==> config.mk <==
export PLATFORM = sky130hd
export DESIGN_NAME = lsm_supervisor
export DESIGN_NICKNAME = d
export VERILOG_FILES = /design/src/hw/lsm_pkg.sv /design/src/hw/lsm_flt_if.sv /design/src/hw/lsm_glitch_filter.sv /design/src/hw/lsm_supervisor.sv
export VERILOG_INCLUDE_DIRS = /design/src /design/src/hw
export SDC_FILE = /design/constraint.sdc
export NUM_CORES = 1
export LEC_CHECK = 0
export BUFFER_PORTS_ARGS = -buffer_cell sky130_fd_sc_hd__buf_2
export CORE_ASPECT_RATIO = 1.75
export CORE_UTILIZATION = 35
export DETAILED_ROUTE_END_ITERATION = 7
export PLACE_DENSITY = 0.58
export SLEW_MARGIN = 20
export SYNTH_ARGS = -nofsm -noshare
export SYNTH_HDL_FRONTEND = slang
export SYNTH_SLANG_ARGS = --single-unit
==> constraint.sdc <==
create_clock -name clk -period 1.9 [get_ports clk]
set_input_delay 0.19 -clock clk [delete_from_list [all_inputs] [get_ports clk]]
set_output_delay 0.19 -clock clk [all_outputs]
set_load 0.01 [all_outputs]
==> src/hw/lsm_map.svh <==
// constants for the logic supply monitor supervisor
`ifndef LSM_MAP_SVH
`define LSM_MAP_SVH

// -----------------------------------------------------------------
// timing
// -----------------------------------------------------------------
`define LSM_CLK_PERIOD_NS     25
`define LSM_FILTER_TIME_US    100
`define LSM_FILTER_MIN_US     60
`define LSM_FILTER_MAX_US     135
`define LSM_POR_DELAY_MAX_US  500
// least times round up, longest times round down
`define LSM_FILTER_CYCLES     ((`LSM_FILTER_TIME_US * 1000 + `LSM_CLK_PERIOD_NS - 1) / `LSM_CLK_PERIOD_NS)
`define LSM_FILTER_MIN_CYC    ((`LSM_FILTER_MIN_US * 1000 + `LSM_CLK_PERIOD_NS - 1) / `LSM_CLK_PERIOD_NS)
`define LSM_FILTER_MAX_CYC    ((`LSM_FILTER_MAX_US * 1000) / `LSM_CLK_PERIOD_NS)
`define LSM_POR_DELAY_CYCLES  ((`LSM_POR_DELAY_MAX_US * 1000) / `LSM_CLK_PERIOD_NS)

// -----------------------------------------------------------------
// monitor status and control register fields
// -----------------------------------------------------------------
`define LSM_REG_W             8
`define LSM_BIT_OV_OK         0
`define LSM_BIT_UV_OK         1
`define LSM_BIT_SUPPLY_OK     2
`define LSM_BIT_OV_LATCHED    4
`define LSM_BIT_LATCH_SEL     5
`define LSM_BIT_TEST_SEL      6
`define LSM_BIT_TEST_END      7
`define LSM_LATCH_SEL_RST     1'B0

`endif

==> src/hw/lsm_pkg.sv <==
// types for the logic supply monitor supervisor
package lsm_pkg;
   // gray along off -> delay -> run <-> fault
   typedef enum logic [1:0] {
      LSM_OFF   = 2'H0,
      LSM_DELAY = 2'H1,
      LSM_RUN   = 2'H3,
      LSM_FAULT = 2'H2
   } lsm_state_t;

   typedef enum logic [1:0] {
      LSM_TEST_NONE = 2'H0,
      LSM_TEST_OV   = 2'H1,
      LSM_TEST_UV   = 2'H2
   } lsm_test_t;
endpackage

==> src/hw/lsm_flt_if.sv <==
// comparator-to-filter link of the supply monitor
`timescale 1ns/1ps
`default_nettype none
interface lsm_flt_if;
   logic raw;
   logic clear;
   logic filtered;
   modport filter (input raw, input clear, output filtered);
   modport owner  (output raw, output clear, input filtered);
endinterface
`default_nettype wire

==> src/hw/lsm_glitch_filter.sv <==
// glitch filter: output follows input after a stable run of cycles
`timescale 1ns/1ps
`default_nettype none
module lsm_glitch_filter #(
   parameter int CYCLES = 4000
) (
   input  wire logic   clk,
   input  wire logic   reset_n,
   lsm_flt_if.filter   flt
);
   localparam int CW = $clog2(CYCLES + 1);

   initial begin
      if (CYCLES < 2) $error("lsm_glitch_filter: CYCLES must be at least 2");
   end

   logic [CW-1:0] cnt_ff;
   logic          filtered_ff;

   // -----------------------------------------------------------------
   // stability counter
   // -----------------------------------------------------------------
   // count restarts whenever raw agrees with the output again
   always_ff @(posedge clk or negedge reset_n) begin
      if (!reset_n) begin
         cnt_ff      <= '0;
         filtered_ff <= 1'B0;
      end else if (flt.clear) begin
         cnt_ff      <= '0;
         filtered_ff <= 1'B0;
      end else if (flt.raw == filtered_ff) begin
         cnt_ff <= '0;
      end else if (cnt_ff == CW'(CYCLES - 1)) begin
         cnt_ff      <= '0;
         filtered_ff <= flt.raw;
      end else begin
         cnt_ff <= cnt_ff + CW'(1);
      end
   end

   assign flt.filtered = filtered_ff;

   a_filter_no_glitch: assert property (@(posedge clk) disable iff (!reset_n)
      $changed(flt.raw) && !flt.clear |=> !$changed(filtered_ff))
      else $error("filter output moved one cycle after an input change");
   a_filter_needs_run: assert property (@(posedge clk) disable iff (!reset_n)
      !flt.clear && (flt.raw != filtered_ff) && (cnt_ff == '0) |=> filtered_ff == $past(filtered_ff))
      else $error("filter output moved before the stable count ran out");
endmodule
`default_nettype wire

==> src/hw/lsm_supervisor.sv <==
// logic supply monitor supervisor: reset sequence, window filter, enable line
// -----------------------------------------------------------------
// Overview of operation
// - functional reset holds stages off, clears state
// - run only after power-on-reset delay elapses
// - supply outside window: stages off, line low
// - window comparison passes through glitch filter
// - monitor state readable in status register
// - external low on line turns stages off
// - fault refuses switch-on, switch-off always works
// - below power-on level: immediate unfiltered shutdown
// - flag mode: monitoring on, no test, no latch
// - control and fault detail only in serial mode
// - undervoltage off/on after filter times
// - fault blocks diagnostic logging, keeps configuration writes
// - rising above power-on level resets all registers
// - overvoltage shuts stages off after filter
// - latch set keeps line low until reset/rewrite
// - latch clear releases after supply and filter
// - pattern 00 lowers overvoltage level; bits 2,0 low
// - pattern 01 raises undervoltage level; bits 2,1 low
// - low output-buffer supply selects status-flag mode
// - filter interval between 60 and 135 microseconds
// - power-on-reset delay at most 0.5 milliseconds
// -----------------------------------------------------------------
`timescale 1ns/1ps
`default_nettype none
`include "lsm_map.svh"
module lsm_supervisor
   import lsm_pkg::*;
#(
   parameter int FILTER_CYCLES = `LSM_FILTER_CYCLES,
   parameter int POR_CYCLES    = `LSM_POR_DELAY_CYCLES
) (
   input  wire logic                 clk,
   input  wire logic                 reset_n,
   input  wire logic                 above_functional_reset_level,
   input  wire logic                 above_power_on_reset_level,
   input  wire logic                 below_undervoltage_level,
   input  wire logic                 above_overvoltage_level,
   input  wire logic                 below_undervoltage_test_level,
   input  wire logic                 above_overvoltage_test_level,
   input  wire logic                 io_buffer_supply_low,
   input  wire logic                 reg_wr_en,
   input  wire logic [`LSM_REG_W-1:0] reg_wr_data,
   output logic [`LSM_REG_W-1:0]     monitor_status_control_register,
   input  wire logic                 bridge_enable_line_n_i,
   output logic                      bridge_enable_line_n_o,
   output logic                      bridge_enable_line_n_oe,
   input  wire logic                 out_one_on_req,
   input  wire logic                 out_two_on_req,
   output logic                      bridge_output_one,
   output logic                      bridge_output_two,
   output logic                      status_flag_mode,
   output logic                      diag_log_enable,
   output logic                      supply_fault
);
   // the filter default sits inside its allowed window at the nominal clock;
   // shorter counts only serve shortened simulation runs
   localparam int PW = $clog2(POR_CYCLES + 1);

   // -----------------------------------------------------------------
   // elaboration checks
   // -----------------------------------------------------------------
   initial begin
      if (FILTER_CYCLES < 2) $error("lsm_supervisor: FILTER_CYCLES below 2");
      if (POR_CYCLES < 16) $error("lsm_supervisor: POR_CYCLES below 16");
   end

   lsm_state_t            state_ff;
   lsm_state_t            nxt_state;
   lsm_test_t             test_ff;
   logic [PW-1:0]         por_cnt_ff;
   logic                  latch_sel_ff;
   logic                  ov_latched_ff;
   logic                  out_one_ff;
   logic                  out_two_ff;
   logic [`LSM_REG_W-1:0] status_ff;
   logic                  cleared;
   logic                  serial_wr;
   logic                  fault;
   logic                  permit;

   lsm_flt_if ov_flt ();
   lsm_flt_if uv_flt ();

   // -----------------------------------------------------------------
   // mode select and window comparison
   // -----------------------------------------------------------------
   assign status_flag_mode = io_buffer_supply_low;
   // register writes only reach the monitor in serial mode
   assign serial_wr = reg_wr_en && !status_flag_mode;
   assign cleared   = (state_ff == LSM_OFF);

   // test thresholds are selected only while a test is running
   assign ov_flt.raw = (test_ff == LSM_TEST_OV) ? above_overvoltage_test_level
                                                 : above_overvoltage_level;
   assign uv_flt.raw = (test_ff == LSM_TEST_UV) ? below_undervoltage_test_level
                                                 : below_undervoltage_level;
   assign ov_flt.clear = cleared;
   assign uv_flt.clear = cleared;

   lsm_glitch_filter #(.CYCLES(FILTER_CYCLES)) u_ov_filter (
      .clk     (clk),
      .reset_n (reset_n),
      .flt     (ov_flt)
   );
   lsm_glitch_filter #(.CYCLES(FILTER_CYCLES)) u_uv_filter (
      .clk     (clk),
      .reset_n (reset_n),
      .flt     (uv_flt)
   );

   // power-on level bypasses the filters entirely
   assign fault = !above_power_on_reset_level || ov_flt.filtered
               || uv_flt.filtered || ov_latched_ff;
   assign supply_fault = fault;

   // -----------------------------------------------------------------
   // reset sequence
   // -----------------------------------------------------------------
   always_comb begin
      nxt_state = state_ff;
      unique case (state_ff)
         LSM_OFF: begin
            if (above_functional_reset_level && above_power_on_reset_level) begin
               nxt_state = LSM_DELAY;
            end
         end
         LSM_DELAY: begin
            if (por_cnt_ff == PW'(POR_CYCLES - 1)) begin
               nxt_state = fault ? LSM_FAULT : LSM_RUN;
            end
         end
         LSM_RUN: begin
            if (fault) begin
               nxt_state = LSM_FAULT;
            end
         end
         LSM_FAULT: begin
            if (!fault) begin
               nxt_state = LSM_RUN;
            end
         end
      endcase
      if (!above_functional_reset_level || !above_power_on_reset_level) begin
         nxt_state = LSM_OFF;
      end
   end

   always_ff @(posedge clk or negedge reset_n) begin
      if (!reset_n) begin
         state_ff <= LSM_OFF;
      end else begin
         state_ff <= nxt_state;
      end
   end

   always_ff @(posedge clk or negedge reset_n) begin
      if (!reset_n) begin
         por_cnt_ff <= '0;
      end else if (state_ff != LSM_DELAY) begin
         por_cnt_ff <= '0;
      end else if (por_cnt_ff != PW'(POR_CYCLES - 1)) begin
         por_cnt_ff <= por_cnt_ff + PW'(1);
      end
   end

   // -----------------------------------------------------------------
   // monitor control: test select, latch select, overvoltage latch
   // -----------------------------------------------------------------
   // a test start is only honoured in serial mode
   always_ff @(posedge clk or negedge reset_n) begin
      if (!reset_n) begin
         test_ff <= LSM_TEST_NONE;
      end else if (cleared || status_flag_mode) begin
         test_ff <= LSM_TEST_NONE;
      end else if (serial_wr) begin
         if (reg_wr_data[`LSM_BIT_TEST_END]) begin
            test_ff <= LSM_TEST_NONE;
         end else if (reg_wr_data[`LSM_BIT_TEST_SEL]) begin
            test_ff <= LSM_TEST_UV;
         end else begin
            test_ff <= LSM_TEST_OV;
         end
      end
   end

   // configuration stays writable during a supply fault
   always_ff @(posedge clk or negedge reset_n) begin
      if (!reset_n) begin
         latch_sel_ff <= `LSM_LATCH_SEL_RST;
      end else if (cleared) begin
         latch_sel_ff <= `LSM_LATCH_SEL_RST;
      end else if (serial_wr) begin
         latch_sel_ff <= reg_wr_data[`LSM_BIT_LATCH_SEL];
      end
   end

   // set wins over a clearing write in the same cycle
   always_ff @(posedge clk or negedge reset_n) begin
      if (!reset_n) begin
         ov_latched_ff <= 1'B0;
      end else if (cleared) begin
         ov_latched_ff <= 1'B0;
      end else if (ov_flt.filtered && latch_sel_ff && !status_flag_mode) begin
         ov_latched_ff <= 1'B1;
      end else if (serial_wr) begin
         ov_latched_ff <= 1'B0;
      end
   end

   // -----------------------------------------------------------------
   // enable line and power stages
   // -----------------------------------------------------------------
   // open drain: only ever pulls low, never drives high
   assign bridge_enable_line_n_o  = 1'B0;
   assign bridge_enable_line_n_oe = (state_ff != LSM_RUN) || fault;

   // the line is read back so an external low also stops the stages
   assign permit = (state_ff == LSM_RUN) && !fault && bridge_enable_line_n_i;

   // requests are held but gated combinationally so switch-off is instant
   always_ff @(posedge clk or negedge reset_n) begin
      if (!reset_n) begin
         out_one_ff <= 1'B0;
         out_two_ff <= 1'B0;
      end else if (cleared) begin
         out_one_ff <= 1'B0;
         out_two_ff <= 1'B0;
      end else begin
         out_one_ff <= out_one_on_req;
         out_two_ff <= out_two_on_req;
      end
   end

   assign bridge_output_one = out_one_ff && permit;
   assign bridge_output_two = out_two_ff && permit;
   assign diag_log_enable   = (state_ff == LSM_RUN) && !fault;

   // -----------------------------------------------------------------
   // status readback
   // -----------------------------------------------------------------
   // ok bits are active high; fault detail is hidden in flag mode
   // in the off state the ok bits show the cleared filters and supply ok stays low only while below the power-on level
   always_ff @(posedge clk or negedge reset_n) begin
      if (!reset_n) begin
         status_ff <= '0;
      end else if (status_flag_mode) begin
         status_ff <= '0;
      end else begin
         status_ff                      <= '0;
         status_ff[`LSM_BIT_OV_OK]      <= !ov_flt.filtered;
         status_ff[`LSM_BIT_UV_OK]      <= !uv_flt.filtered;
         status_ff[`LSM_BIT_SUPPLY_OK]  <= !fault;
         status_ff[`LSM_BIT_OV_LATCHED] <= ov_latched_ff;
         status_ff[`LSM_BIT_LATCH_SEL]  <= latch_sel_ff;
      end
   end

   assign monitor_status_control_register = status_ff;

   // -----------------------------------------------------------------
   // checks
   // -----------------------------------------------------------------
   a_por_immediate_off: assert property (@(posedge clk) disable iff (!reset_n)
      !above_power_on_reset_level |-> bridge_enable_line_n_oe
         && !bridge_output_one && !bridge_output_two)
      else $error("stage on or line released below power-on level");
   a_fault_refuse_on: assert property (@(posedge clk) disable iff (!reset_n)
      fault && bridge_enable_line_n_i |-> !bridge_output_one && !bridge_output_two)
      else $error("stage on during supply fault");
   a_ext_line_off: assert property (@(posedge clk) disable iff (!reset_n)
      !bridge_enable_line_n_i |-> !bridge_output_one && !bridge_output_two)
      else $error("stage on while enable line held low");
   a_por_delay_hold: assert property (@(posedge clk) disable iff (!reset_n)
      $rose(state_ff == LSM_DELAY)
         ##1 (above_power_on_reset_level && above_functional_reset_level) [*7]
         |-> state_ff == LSM_DELAY && !permit)
      else $error("power-on delay ended early");
   a_flag_no_test: assert property (@(posedge clk) disable iff (!reset_n)
      status_flag_mode |=> test_ff == LSM_TEST_NONE || !$past(status_flag_mode))
      else $error("threshold test active in flag mode");
   a_flag_no_latch: assert property (@(posedge clk) disable iff (!reset_n)
      status_flag_mode && !ov_latched_ff |=> !ov_latched_ff)
      else $error("overvoltage latch set in flag mode");
   a_latch_holds: assert property (@(posedge clk) disable iff (!reset_n)
      ov_latched_ff && !serial_wr && !cleared |=> ov_latched_ff && bridge_enable_line_n_oe)
      else $error("overvoltage latch released without reset or write");
   a_diag_blocked: assert property (@(posedge clk) disable iff (!reset_n)
      fault |-> !diag_log_enable)
      else $error("diagnostic logging enabled during supply fault");
   a_status_ok_bits: assert property (@(posedge clk) disable iff (!reset_n)
      !status_flag_mode |=> status_ff[`LSM_BIT_SUPPLY_OK] == !$past(fault)
         && status_ff[`LSM_BIT_OV_OK] == !$past(ov_flt.filtered))
      else $error("status bits do not follow monitor state");
   a_test_ov_select: assert property (@(posedge clk) disable iff (!reset_n)
      serial_wr && !cleared && reg_wr_data[7:6] == 2'H0 |=> test_ff == LSM_TEST_OV)
      else $error("overvoltage test not entered on pattern 00");
endmodule
`default_nettype wire

**Word-level counts from Yosys, hierarchy flattened**

Cells that the tools add are included.

- Reduce and logical (&&, ||, !) cells: 30
- Mux-type cells: 35
- Add/subtract/negate cells: 3
- Equality and inequality tests: 19

Operator list:

| kind | number |
|---|---|
| 12-bit 2-to-1 mux | 6 |
| 15-bit 2-to-1 mux | 2 |
| 12-bit by 1-bit adder with 12-bit output, second input constant | 2 |
| 12-bit equality test, second input constant | 2 |
| 2-bit 2-to-1 mux | 9 |
| 1-bit 2-to-1 mux | 16 |
| 15-bit by 1-bit adder with 15-bit output, second input constant | 1 |
| 15-bit equality test, second input constant | 1 |
| 15-bit inequality test, second input constant | 1 |
| 2-bit nonzero test | 5 |
| 3-bit inequality test, second input constant | 3 |
| 1-bit logical AND | 8 |
| 2-bit one-hot mux with 4 select lines | 1 |
| 2-bit equality test, second input constant | 3 |
| 1-bit logical NOT | 6 |
| 1-bit logical OR | 6 |
| 6-bit 2-to-1 mux | 1 |
| 2-bit inequality test, second input constant | 3 |
| 2-bit by 1-bit equality test with 1-bit output, second input constant | 2 |
| 2-bit AND reduction | 2 |
| 4-bit AND reduction | 1 |
| 3-bit by 1-bit inequality test with 1-bit output, second input constant | 1 |
| 3-bit nonzero test | 1 |
| 1-bit equality test | 2 |
| 2 further kinds | 2 |

- Output and inout bits: 15
- Input bits: 21
- Bits in registers: 57

**Depth between registers and ports, before layout**

Gate-level depths: netlist of run 1.

- Word-level depth: 8
- Gate-level depth with buffers: 6

**Modules after synthesis**

A second synthesis of run 1 with hierarchy kept.

- Cells, all modules: 262
- Area, all modules: 2628.8 sq um

Modules (own cells, without submodules):

| module | area an instance (sq um) | sequential area each (sq um) | instances | cells an instance |
|---|---|---|---|---|
| lsm_supervisor | 1372.6 | 700.7 | 1 | 134 |
| lsm_glitch_filter | 628.1 | 325.3 | 2 | 64 |

**Worst setup path before layout of run 1**

OpenSTA, ideal clock, no wires.

- Path type: reg2reg
- Start point: reg por_cnt_ff[0]
- End point: reg por_cnt_ff[5]
- Arrival: 1.509 ns
- Stages on the path, launching flop included: 7
- Setup time: 0.066 ns
- Clock period less this slack: 1.575 ns
- Path buffers: 1
- Setup slack: 0.325 ns
- Path through: dfrtp_1 ha_1 and4_4 and4_4 buf_6 or4_1 nand2_1

- Word-level cells in the longest chain between the ends: 3

Ends and longest elaborated chain:

| element | line | text |
|---|---|---|
| start: declaration | lsm_supervisor.sv:73 | `logic [PW-1:0] por_cnt_ff;` |
| start signal: assignment | lsm_supervisor.sv:165 | `por_cnt_ff <= por_cnt_ff + PW'(1);` |
| 15-bit by 1-bit adder with 15-bit output | lsm_supervisor.sv:165 |  |
| 15-bit 2-to-1 mux | lsm_supervisor.sv:164 | `end else if (por_cnt_ff != PW'(POR_CYCLES - 1)) begin` |
| 15-bit 2-to-1 mux | lsm_supervisor.sv:162 | `end else if (state_ff != LSM_DELAY) begin` |

Parallel ways exist; a longest one is shown, timed or not. The select of a mux whose other input is x is not followed.
A chain may end at the register's enable or synchronous reset.

**Final worst setup path of run 1**

- Start point: reg u_ov_filter.filtered_ff, in the netlist u_ov_filter.flt.filtered
- End point: out bridge_output_one

- Word-level cells in the longest chain between the ends: 7

Ends and longest elaborated chain:

| element | line | text |
|---|---|---|
| start: declaration | lsm_glitch_filter.sv:18 | `logic filtered_ff;` |
| start signal: assignment | lsm_glitch_filter.sv:35 | `filtered_ff <= flt.raw;` |
| 1-bit logical OR | lsm_supervisor.sv:115 | `assign fault = !above_power_on_reset_level \|\| ov_flt.filtered` |
| 1-bit logical OR (2 in a row) | lsm_supervisor.sv:116 | `\|\| uv_flt.filtered \|\| ov_latched_ff;` |
| 1-bit logical NOT | lsm_supervisor.sv:221 | `assign permit = (state_ff == LSM_RUN) && !fault && bridge_enable_line_n_i;` |
| 1-bit logical AND (2 in a row) | lsm_supervisor.sv:221 |  |
| 1-bit logical AND | lsm_supervisor.sv:237 | `assign bridge_output_one = out_one_ff && permit;` |
| end: declaration | lsm_supervisor.sv:52 | `output logic bridge_output_one,` |

Every way passes these cells.

==> results of run 1 <==
==> cell families after synthesis <==
| kind of cell | count (synthesis) |
|---|---|
| buffers and inverters | 19 |
| XOR/XNOR | 29 |
| multiplexers | 10 |
| AND/OR/NAND/NOR | 131 |
| other | 1 |
| flip-flops | 54 |
| AO/OA/AOI/OAI | 11 |
| adder cells (fa/ha/maj) | 3 |
==> per-layer routing <==
| layer | vias up | global-route usage [%] | part of all wire (%) |
|---|---|---|---|
| met4 | 0 | 3.55 | 1.1 |
| met1 | 950 | 15.8 | 42 |
| met5 | - | 0 | 0 |
| met2 | 19 | 25.6 | 55 |
| met3 | 6 | 2.64 | 2.0 |
| li1 | 954 | - | - |
==> through the flow <==
| stage | util, % | hold WS, ps | area [um^2] |
|---|---|---|---|
| after global placement | 39.9 | 194 | 2890 |
| after global routing | 42.2 | 141 | 3050 |
| after detailed placement | 39.9 | 193 | 2890 |
| after floorplan | - | -106 | 2650 |
| after CTS | 42.2 | 120 | 3050 |
| final | 42.2 | 121 | 3050 |
==> power by group through the flow <==
stage | sequential [mW] | clock, mW | combinational (mW)
finish | 1.17 | 0.904 | 0.112
global route | 1.17 | 0.984 | 0.129
CTS | 1.17 | 0.923 | 0.116
detailed placement | 1.19 | 0 | 0.114
global placement | 1.19 | 0 | 0.112
floorplan | 1.19 | 0 | 0.0508
==> worst max-delay path: stages, from the launching register on <==
cell     delay (ps)
dfrtp_1         440
nor4b_2         320
and3_1          250
and3_1          170
buf_2           120
==> synthesized netlist by cell type, drive strengths merged <==
library cell  count  area [um^2]
o31ai             1         7.51
nand4            10         62.6
o21ba             1         10.0
nor3             25          125
or4               2         15.0
clkbuf            1         3.75
nand2b            4         25.0
and2              1         6.26
xnor2            14          123
and3              9         56.3
a21oi             3         15.0
nor4bb            1         10.0
nor2b            10         62.6
nand3            12         65.1
nor2             32          120
nor3b             2         15.0
buf              11         73.8
o21ai             2         10.0
mux2i            10          100
and4              4         42.5
o211ai            2         15.0
xor2             15          131
o311ai            1         8.76
dfrtp            54         1350
conb              1         3.75
or3               1         6.26
nor4              3         18.8
nand2            12         45.0
nor4b             2         23.8
or3b              1         8.76
o41ai             1         8.76
inv               7         26.3
ha                3         37.5
==> repair_timing <==
item                       in CTS  in global routing
resized for setup               1                  0
setup endpoints to repair       1                  0
hold buffers                    1                  0
hold endpoints to repair       20                  0
==> flip-flops by register name (all words and copies together), names as in the netlist <==
| register | cells |
|---|---|
| u_uv_filter.flt.filtered | 1 |
| por_cnt_ff | 15 |
| u_uv_filter.cnt_ff | 12 |
| u_ov_filter.cnt_ff | 12 |
| test_ff | 2 |
| state_ff | 2 |
| ov_latched_ff | 1 |
| out_one_ff | 1 |
| latch_sel_ff | 1 |
| u_ov_filter.flt.filtered | 1 |
| monitor_status_control_register | 5 |
| out_two_ff | 1 |
==> worst max-delay path by stage <==
stage                                   from                  endpoint  cells past startpoint
finish              u_ov_filter.flt.filtered         bridge_output_one                      4
global route        u_ov_filter.flt.filtered         bridge_output_one                      4
CTS                 u_ov_filter.flt.filtered         bridge_output_one                      4
detailed placement     u_ov_filter.cnt_ff[0]  u_ov_filter.flt.filtered                      5
global placement       u_ov_filter.cnt_ff[0]     u_ov_filter.cnt_ff[2]                      5
floorplan                      por_cnt_ff[0]             por_cnt_ff[5]                      6
==> final cells by class <==
| cell class | count | area, um^2 |
|---|---|---|
| clock buffers | 7 | 143 |
| flip-flops and latches | 54 | 1350 |
| multi-input cells | 188 | 1200 |
| fillers | 713 | 4180 |
| inverters | 7 | 26.3 |
| repair buffers | 36 | 220 |
| clock inverters | 1 | 5.00 |
| well taps | 86 | 108 |
==> out/metrics.csv, run 1 <==
metric;value;unit
vias in the first global route;1937;
setup total negative slack;0;ps
adder-cell share of the synthesized area;1.43;%
CTS H-tree lvls;2;
Final min period;1780;ps
Ant. Diodes;0;
Die Width;67.6;um
Worst-Margin Slew;514;ps
Via-to-Cell Ratio;5.09;
post-synthesis instance area;0.00263;mm^2
Congestion Overflow GR;0;
commonest non-fill, non-tap cell in the layout;dfrtp_1;
Hold Path End;out_one_ff;
final non-filler cell total;379;
RR Startpoint;u_ov_filter.cnt_ff[0];
clk root buf;clkbuf_16;
Crit path required time;1710;ps
main combinational cell family by area after synthesis;simple AND/OR/NAND/NOR gates;
f_max;0.563;GHz
Clock power frac;41.4;%
starting density of the core;36.4;%
worst vdd ir;446;uV
reg2reg setup slack;280;ps
yosys warns;0;
Min-Delay Path Class;in2reg;
total global-route track usage;13.9;%
hold_sp;out_one_on_req;
Synth Area in XOR/XNOR;9.64;%
Die ar.;0.00789;mm^2
Final Hold Vio Count;0;
clock sink total;54;
Synth Area in Compound Gates;2.85;%
tightest slew margin relative to the limit;65.7;%
nets@finish;316;
Period Utilization, post-route;93.5;%
Area Overhead vs Synth;15.8;%
Final setup viols;0;
Net Switching;0.457;mW
clk_skew;3.80;ps
Overall Power;2.18;mW
vias post-DR;1929;
Max-Cap Viols;0;
pre-CTS setup slack;276;ps
mean post-synth cell area;10.2;um^2
drt first pass iters;4;
Inst Count DP;370;
Worst-path clk slew;70;ps
Post-DP HPWL;3680;um
Reg2Reg Depth;5;
initial DRC count;92;
largest net degree at the start of global routing;35;
Crit path arrival time;1590;ps
post-synth cell types;38;
GPL Wtd Cong;0.761;
Post CTS Setup Buffer Count;0;
Total Wirelength;4910;um
DIE HEIGHT;117;um
Buffers on Ports;26;
Worst R2R End;u_ov_filter.cnt_ff[9];
crit end category;output pin;
clk_lat worst skew;290;ps
first-pass GRT wire length;8490;um
multiplexer share of the synthesized area;3.80;%
Worst setup SP type;register;
leakage power;1.33;nW
# DRC;0;
Synth Instances;258;
worst hold path depth;2;
smallest setup slack after layout;124;ps
Max FO, Critical Path;5;
initial antenna violation count;0;
Clock Tree Buf Depth;2;
Int Power;1.73;mW
layout cell share with drive strength beyond 1;16.7;%
most frequent cells in the layout;dfrtp_1 (54), nor2_1 (32), buf_2 (26);
sequential fraction of design power;53.5;%
Final ANT Viol Nets;0;
Simple-Gate Fraction of Synth Area;26.9;%
status;finished clean;
crit path kind;reg2out;
RSZ-0062 raised after global routing;false;
Core Region;0.00723;mm^2
I/O Pins;36;
Rows;41;
CTS tree;yes;
DR WL/cell;13.0;um
CTS buffer count;5;
Seq cells post-synth;54;
Pins Over Slew Limit;0;
switching part of the total;20.9;%
register area share after synthesis;51.3;%
Gate power share;5.1;%
PwrDens;716;mW/mm^2
No activity file was read; power rests on OpenSTA's default activity.
==> run 2, diff against run 1 <==
Settings changed: ABC_AREA set to 1, CTS_CLUSTER_DIAMETER set to 120.
==> run 2 against run 1 <==
Total power rose by 2.5%. Setup slack got worse by 23 ps. Die area grew 6.9%. Fmax fell by 1.3%. Area after synthesis rose by 7.0%.
==> out/metrics.csv, run 2 <==
metric;value;unit;change
status;finished clean;;unchanged
DIE HEIGHT;121;um;was 117 um
Seq cells post-synth;54;;unchanged
nets@finish;419;;was 316
Via-to-Cell Ratio;4.74;;was 5.09
Largest Register;por_cnt_ff;;unchanged
drt first pass iters;4;;unchanged
DR WL/cell;12.2;um;was 13.0 um
Area Overhead vs Synth;14.7;%;was 15.8%
yosys warns;0;;unchanged
reg2reg setup slack;350;ps;was 280 ps
Core Region;0.00786;mm^2;was 0.00723 mm^2
f_max;0.556;GHz;was 0.563 GHz
initial antenna violation count;0;;unchanged
Crit path arrival time;1610;ps;was 1590 ps
Synth area leader;dfrtp_1;;unchanged
max reg flops;15;;unchanged
Post-synth EDFFs;0;;unchanged
Buffers on Ports;26;;unchanged
leakage power;1.50;nW;was 1.33 nW
crit path kind;reg2out;;unchanged
most frequent cells in the layout;nand2_1 (75), nor2_1 (73), dfrtp_1 (53);;was dfrtp_1 (54), nor2_1 (32), buf_2 (26)
Most used DFF post-synth;dfrtp_1;;unchanged
Die ar.;0.00843;mm^2;was 0.00789 mm^2
Die Width;69.8;um;was 67.6 um
most frequent cells after synthesis;nand2_1 (75), nor2_1 (74), dfrtp_1 (54);;was dfrtp_1 (54), nor2_1 (32), nor3_1 (25)
Ant. Diodes;0;;unchanged
Worst setup SP type;register;;unchanged
Final Hold Vio Count;0;;unchanged
Pins Over Slew Limit;0;;unchanged
Post-DP HPWL;4500;um;was 3680 um
Placed Area;0.00306;mm^2;was 0.00289 mm^2
mean post-synth cell area;7.81;um^2;was 10.2 um^2
starting density of the core;35.9;%;was 36.4%
initial DRC count;63;;was 92
Synth Instances;361;;was 258
Max-Cap Viols;0;;unchanged
layout cell share with drive strength beyond 1;13.6;%;was 16.7%
post-synthesis instance area;0.00282;mm^2;was 0.00263 mm^2
Clock Tree Buf Depth;2;;unchanged
CTS buffer count;5;;unchanged
register area share after synthesis;47.9;%;was 51.3%
CTS H-tree lvls;2;;unchanged
Rows;43;;was 41
vias in the first global route;2386;;was 1937
worst vdd ir;527;uV;was 446 uV
clk_lat worst skew;300;ps;was 290 ps
post-synth cell types;28;;was 38
Final setup viols;0;;unchanged
synth top area cells;dfrtp_1 (48%), nand2_1 (10%), nor2_1 (9.9%);;was dfrtp_1 (51%), xor2_1 (5.0%), nor3_1 (4.8%)
commonest non-fill, non-tap cell in the layout;nand2_1;;was dfrtp_1
crit end category;output pin;;unchanged
clk_skew;8.11;ps;was 3.80 ps
Max FO, Critical Path;6;;was 5
Final min period;1800;ps;was 1780 ps
Crit path required time;1710;ps;about the same
setup total negative slack;0;ps;unchanged
biggest regs;por_cnt_ff x15, u_ov_filter.cnt_ff x12, u_uv_filter.cnt_ff x12;;unchanged
# DRC;0;;unchanged
final instance area;0.00323;mm^2;was 0.00305 mm^2
Post CTS Setup Buffer Count;0;;unchanged
FF+latch area;0.00135;mm^2;about the same
total global-route track usage;15.5;%;was 13.9%
vias post-DR;2304;;was 1929
Min-Delay Path Class;in2reg;;unchanged
GPL Wtd Cong;0.850;;was 0.761
fraction of registers with async set or reset after synthesis;100;%;unchanged
first-pass GRT wire length;10400;um;was 8490 um
clk root buf;clkbuf_16;;unchanged
Congestion Overflow GR;0;;unchanged
RSZ-0062 raised after global routing;false;;unchanged
Period Utilization, post-route;94.7;%;was 93.5%
Fill cells;844;;was 713
I/O Pins;36;;unchanged
PwrDens;692;mW/mm^2;was 716 mW/mm^2
most numerous cell in the Yosys netlist;nand2_1;;was dfrtp_1
CTS tree;yes;;unchanged
clock sink total;54;;unchanged
multi-input logic area;0.00127;mm^2;was 0.00120 mm^2
Worst-path clk slew;70;ps;about the same
Total Wirelength;5910;um;was 4910 um
largest net degree at the start of global routing;36;;was 35
Final ANT Viol Nets;0;;unchanged
post-synth top area share;47.9;%;was 51.3%
[run 2: changes by cell type after synthesis, moves of 9 or more]
cell,previous run,this run
inv_1,7,45
nor2_1,32,74
nand2_1,12,75
mux2i_1,10,0
nor3_1,25,10
nand3_1,11,30
xnor2_1,14,5
nor2b_1,10,0
and3_1,9,0
[run 2: through the flow]
step                cells  hold WS, ps  worst slack [ps]  power, mW  util [%]
floorplan             364         -106               424       1.25         -
global placement      477          169               353       1.32      38.9
detailed placement    477          176               361       1.32      38.9
CTS                   486         95.4              29.6       2.28      41.0
global route          486          110              4.90       2.33      41.2
finish                486         98.7               101       2.24      41.2
[run 2: power breakdown]
group	internal [mW]	switching [mW]	leakage, nW
Sequential	1.16	0.00728	0.743
Combinational	0.0401	0.0855	0.687
Clock	0.523	0.422	0.0729
Total	1.72	0.515	1.50
[run 2: what timing repair did]
item	4_1_cts	5_1_grt
endpoints found under the hold margin	19	0
hold buffers	1	0
setup endpoints to repair	0	2
resized for setup	0	4
[run 2: worst max-delay path: stages, from the launching register on]
cell and delay (ps):
dfrtp_2 460, nor2_2 160, nand3_2 150, nor3_4 240, nand2_1 90, nor2_1 80, buf_2 130
[run 2: final timing paths]
kind	cells after the start	end	startpoint
hold / removal	3	out_two_ff	out_two_on_req
setup / recovery	6	bridge_output_two	u_ov_filter.flt.filtered
min in group asynchronous	2	monitor_status_control_register[4]	reset_n
max in group asynchronous	3	u_ov_filter.flt.filtered	reset_n
setup reg to reg	8	state_ff[0]	por_cnt_ff[0]
hold reg to reg	1	u_uv_filter.cnt_ff[0]	u_uv_filter.cnt_ff[0]
[run 2: area by class of cell]
type,instances,area share (%)
clock buffer,6,4.30
inverter,46,5.34
tap,90,3.48
sequential,54,41.8
multi-input combinational,258,39.2
clock inverter,2,0.387
timing repair buffer,30,5.42
[run 2: kinds of logic after synthesis]
logic type / share of synthesized area, %
and+or+nand+nor: 33.0
buffers and inverters: 7.94
adders and majority gates: 1.33
other: 0.133
AOI/OAI and AO/OA: 4.35
xor gates and xnor gates: 5.28
DFF: 47.9
[run 2: routing by layer]
layer | GRT usage, % | vias up | share of wire, %
met5 | 0 | - | 0
li1 | - | 1191 | -
met2 | 28.8 | 40 | 54
met1 | 15.6 | 1054 | 39
met4 | 9.38 | 0 | 4.3
met3 | 2.83 | 19 | 2.7
==> run 3, diff against run 2 <==
Settings changed: BUFFER_PORTS_ARGS -buffer_cell sky130_fd_sc_hd__buf_2 to unset, DONT_BUFFER_PORTS set to 1, PLACE_DENSITY 0.58 to 0.54, TNS_END_PERCENT set to 10.
==> run 3 against run 2 <==
Utilization decreased by 0.76 points. Fmax increased by 0.48%. Count of clock-buffer cells in the layout decreased by 1. Critical path depth decreased by 1. Highest routed layer unchanged.
==> out/metrics.csv, run 3 (synthesis gave the netlist of run 2 again) <==
metric;value;unit;change
total global-route track usage;15.5;%;about the same
Overall Power;2.36;mW;was 2.24 mW
crit path kind;reg2out;;unchanged
worst vdd ir;356;uV;was 527 uV
max reg flops;15;;unchanged
DIE HEIGHT;121;um;unchanged
PwrDens;743;mW/mm^2;was 692 mW/mm^2
Ant. Diodes;0;;unchanged
Min-Delay Path Class;in2reg;;unchanged
setup total negative slack;0;ps;unchanged
DR WL/cell;12.8;um;was 12.2 um
Final setup viols;0;;unchanged
largest net degree at the start of global routing;55;;was 36
Die ar.;0.00843;mm^2;unchanged
clk root buf;clkbuf_16;;unchanged
f_max;0.558;GHz;was 0.556 GHz
Core Region;0.00786;mm^2;unchanged
drt first pass iters;4;;unchanged
Total Wirelength;5930;um;was 5910 um
GPL Wtd Cong;0.807;;was 0.850
CTS buffer count;5;;unchanged
Die Width;69.8;um;unchanged
Congestion Overflow GR;0;;unchanged
layout cell share with drive strength beyond 1;8.29;%;was 13.6%
vias in the first global route;2225;;was 2386
Max FO, Critical Path;6;;unchanged
Via-to-Cell Ratio;4.78;;was 4.74
CTS H-tree lvls;2;;unchanged
# DRC;0;;unchanged
Crit path required time;1710;ps;about the same
initial DRC count;115;;was 63
most frequent cells in the layout;nand2_1 (74), nor2_1 (71), dfrtp_1 (53);;was nand2_1 (75), nor2_1 (73), dfrtp_1 (53)
Final min period;1790;ps;was 1800 ps
Pins Over Slew Limit;0;;unchanged
Buffers on Ports;0;;was 26
Crit path arrival time;1600;ps;was 1610 ps
vias post-DR;2220;;was 2304
biggest regs;por_cnt_ff x15, u_ov_filter.cnt_ff x12, u_uv_filter.cnt_ff x12;;unchanged
leakage power;1.42;nW;was 1.50 nW
Area Overhead vs Synth;12.6;%;was 14.7%
crit end category;output pin;;unchanged
Largest Register;por_cnt_ff;;unchanged
Max-Cap Viols;0;;unchanged
Post CTS Setup Buffer Count;0;;unchanged
clock sink total;54;;unchanged
Rows;43;;unchanged
Worst setup SP type;register;;unchanged
initial antenna violation count;0;;unchanged
Final ANT Viol Nets;0;;unchanged
nets@finish;397;;was 419
starting density of the core;35.9;%;unchanged
status;finished clean;;unchanged
Post-DP HPWL;4410;um;was 4500 um
I/O Pins;36;;unchanged
commonest non-fill, non-tap cell in the layout;nand2_1;;unchanged
Worst-path clk slew;70;ps;about the same
CTS tree;yes;;unchanged
clk_lat worst skew;300;ps;about the same
Period Utilization, post-route;94.3;%;was 94.7%
Final Hold Vio Count;0;;unchanged
clk_skew;9.49;ps;was 8.11 ps
RSZ-0062 raised after global routing;false;;unchanged
Clock Tree Buf Depth;2;;unchanged
first-pass GRT wire length;10100;um;was 10400 um
==> run 3: worst paths after layout <==
| check | slack, ps | start | cells after the start | end |
|---|---|---|---|---|
| setup / recovery | 110 | u_ov_filter.flt.filtered | 5 | bridge_output_one |
| hold / removal | 20 | reg_wr_data[6] | 2 | test_ff[1] |
| setup reg to reg | 360 | por_cnt_ff[0] | 8 | state_ff[0] |
| hold reg to reg | 460 | u_uv_filter.cnt_ff[0] | 1 | u_uv_filter.cnt_ff[0] |
| max in group asynchronous | 1240 | reset_n | 2 | u_ov_filter.cnt_ff[2] |
| min in group asynchronous | 400 | reset_n | 2 | monitor_status_control_register[5] |
==> run 3: layout make-up <==
| class | count | area [um^2] |
|---|---|---|
| Sequential cell | 54 | 1350 |
| Timing Repair Buffer | 8 | 90.1 |
| Multi-Input combinational cell | 258 | 1270 |
| Inverter | 46 | 173 |
| Clock inverter | 3 | 48.8 |
| Tap cell | 90 | 113 |
| Fill cell | 820 | 4680 |
| Clock buffer | 5 | 125 |
==> run 3: power breakdown <==
| group | leakage, nW | internal, mW | total, mW | switching [mW] |
|---|---|---|---|---|
| registers | 0.743 | 1.16 | 1.17 | 0.0107 |
| logic | 0.594 | 0.0327 | 0.108 | 0.0754 |
| clock network | 0.0819 | 0.632 | 1.08 | 0.446 |
| total | 1.42 | 1.82 | 2.36 | 0.532 |
==> run 3: per-stage QoR <==
stage / area (um^2) / instances / utilization [%] / hold WS [ps] / setup slack [ps]
after floorplan: 2830 / 364 / - / -106 / 424
after global placement: 2910 / 451 / 37.1 / -104 / 359
after global routing: 3170 / 464 / 40.4 / 14.4 / 12.5
after CTS: 3160 / 464 / 40.2 / 2.60 / 7.62
after detailed placement: 2910 / 451 / 37.1 / -103 / 343
final: 3170 / 464 / 40.4 / 15.2 / 109
==> run 3: layer usage <==
| metal | GRT usage (%) | part of all wire [%] |
|---|---|---|
| met5 | 0 | 0 |
| met4 | 8.75 | 3.2 |
| met3 | 3.50 | 3.1 |
| met2 | 28.8 | 56 |
| met1 | 15.4 | 38 |
==> run 3: worst max-delay path, cell delays in order, from the launching register on <==
cell     delay [ps]
dfrtp_2         460
nor2_2          140
nand3_1         140
nor3_4          320
nand2_2         100
nor2_2          140
==> run 3: timing repair <==
action / in CTS / in global routing
endpoints found under the hold margin: 61 / 0
endpoints found under the setup margin: 0 / 2
resized for setup: 0 / 6
hold buffers: 5 / 0
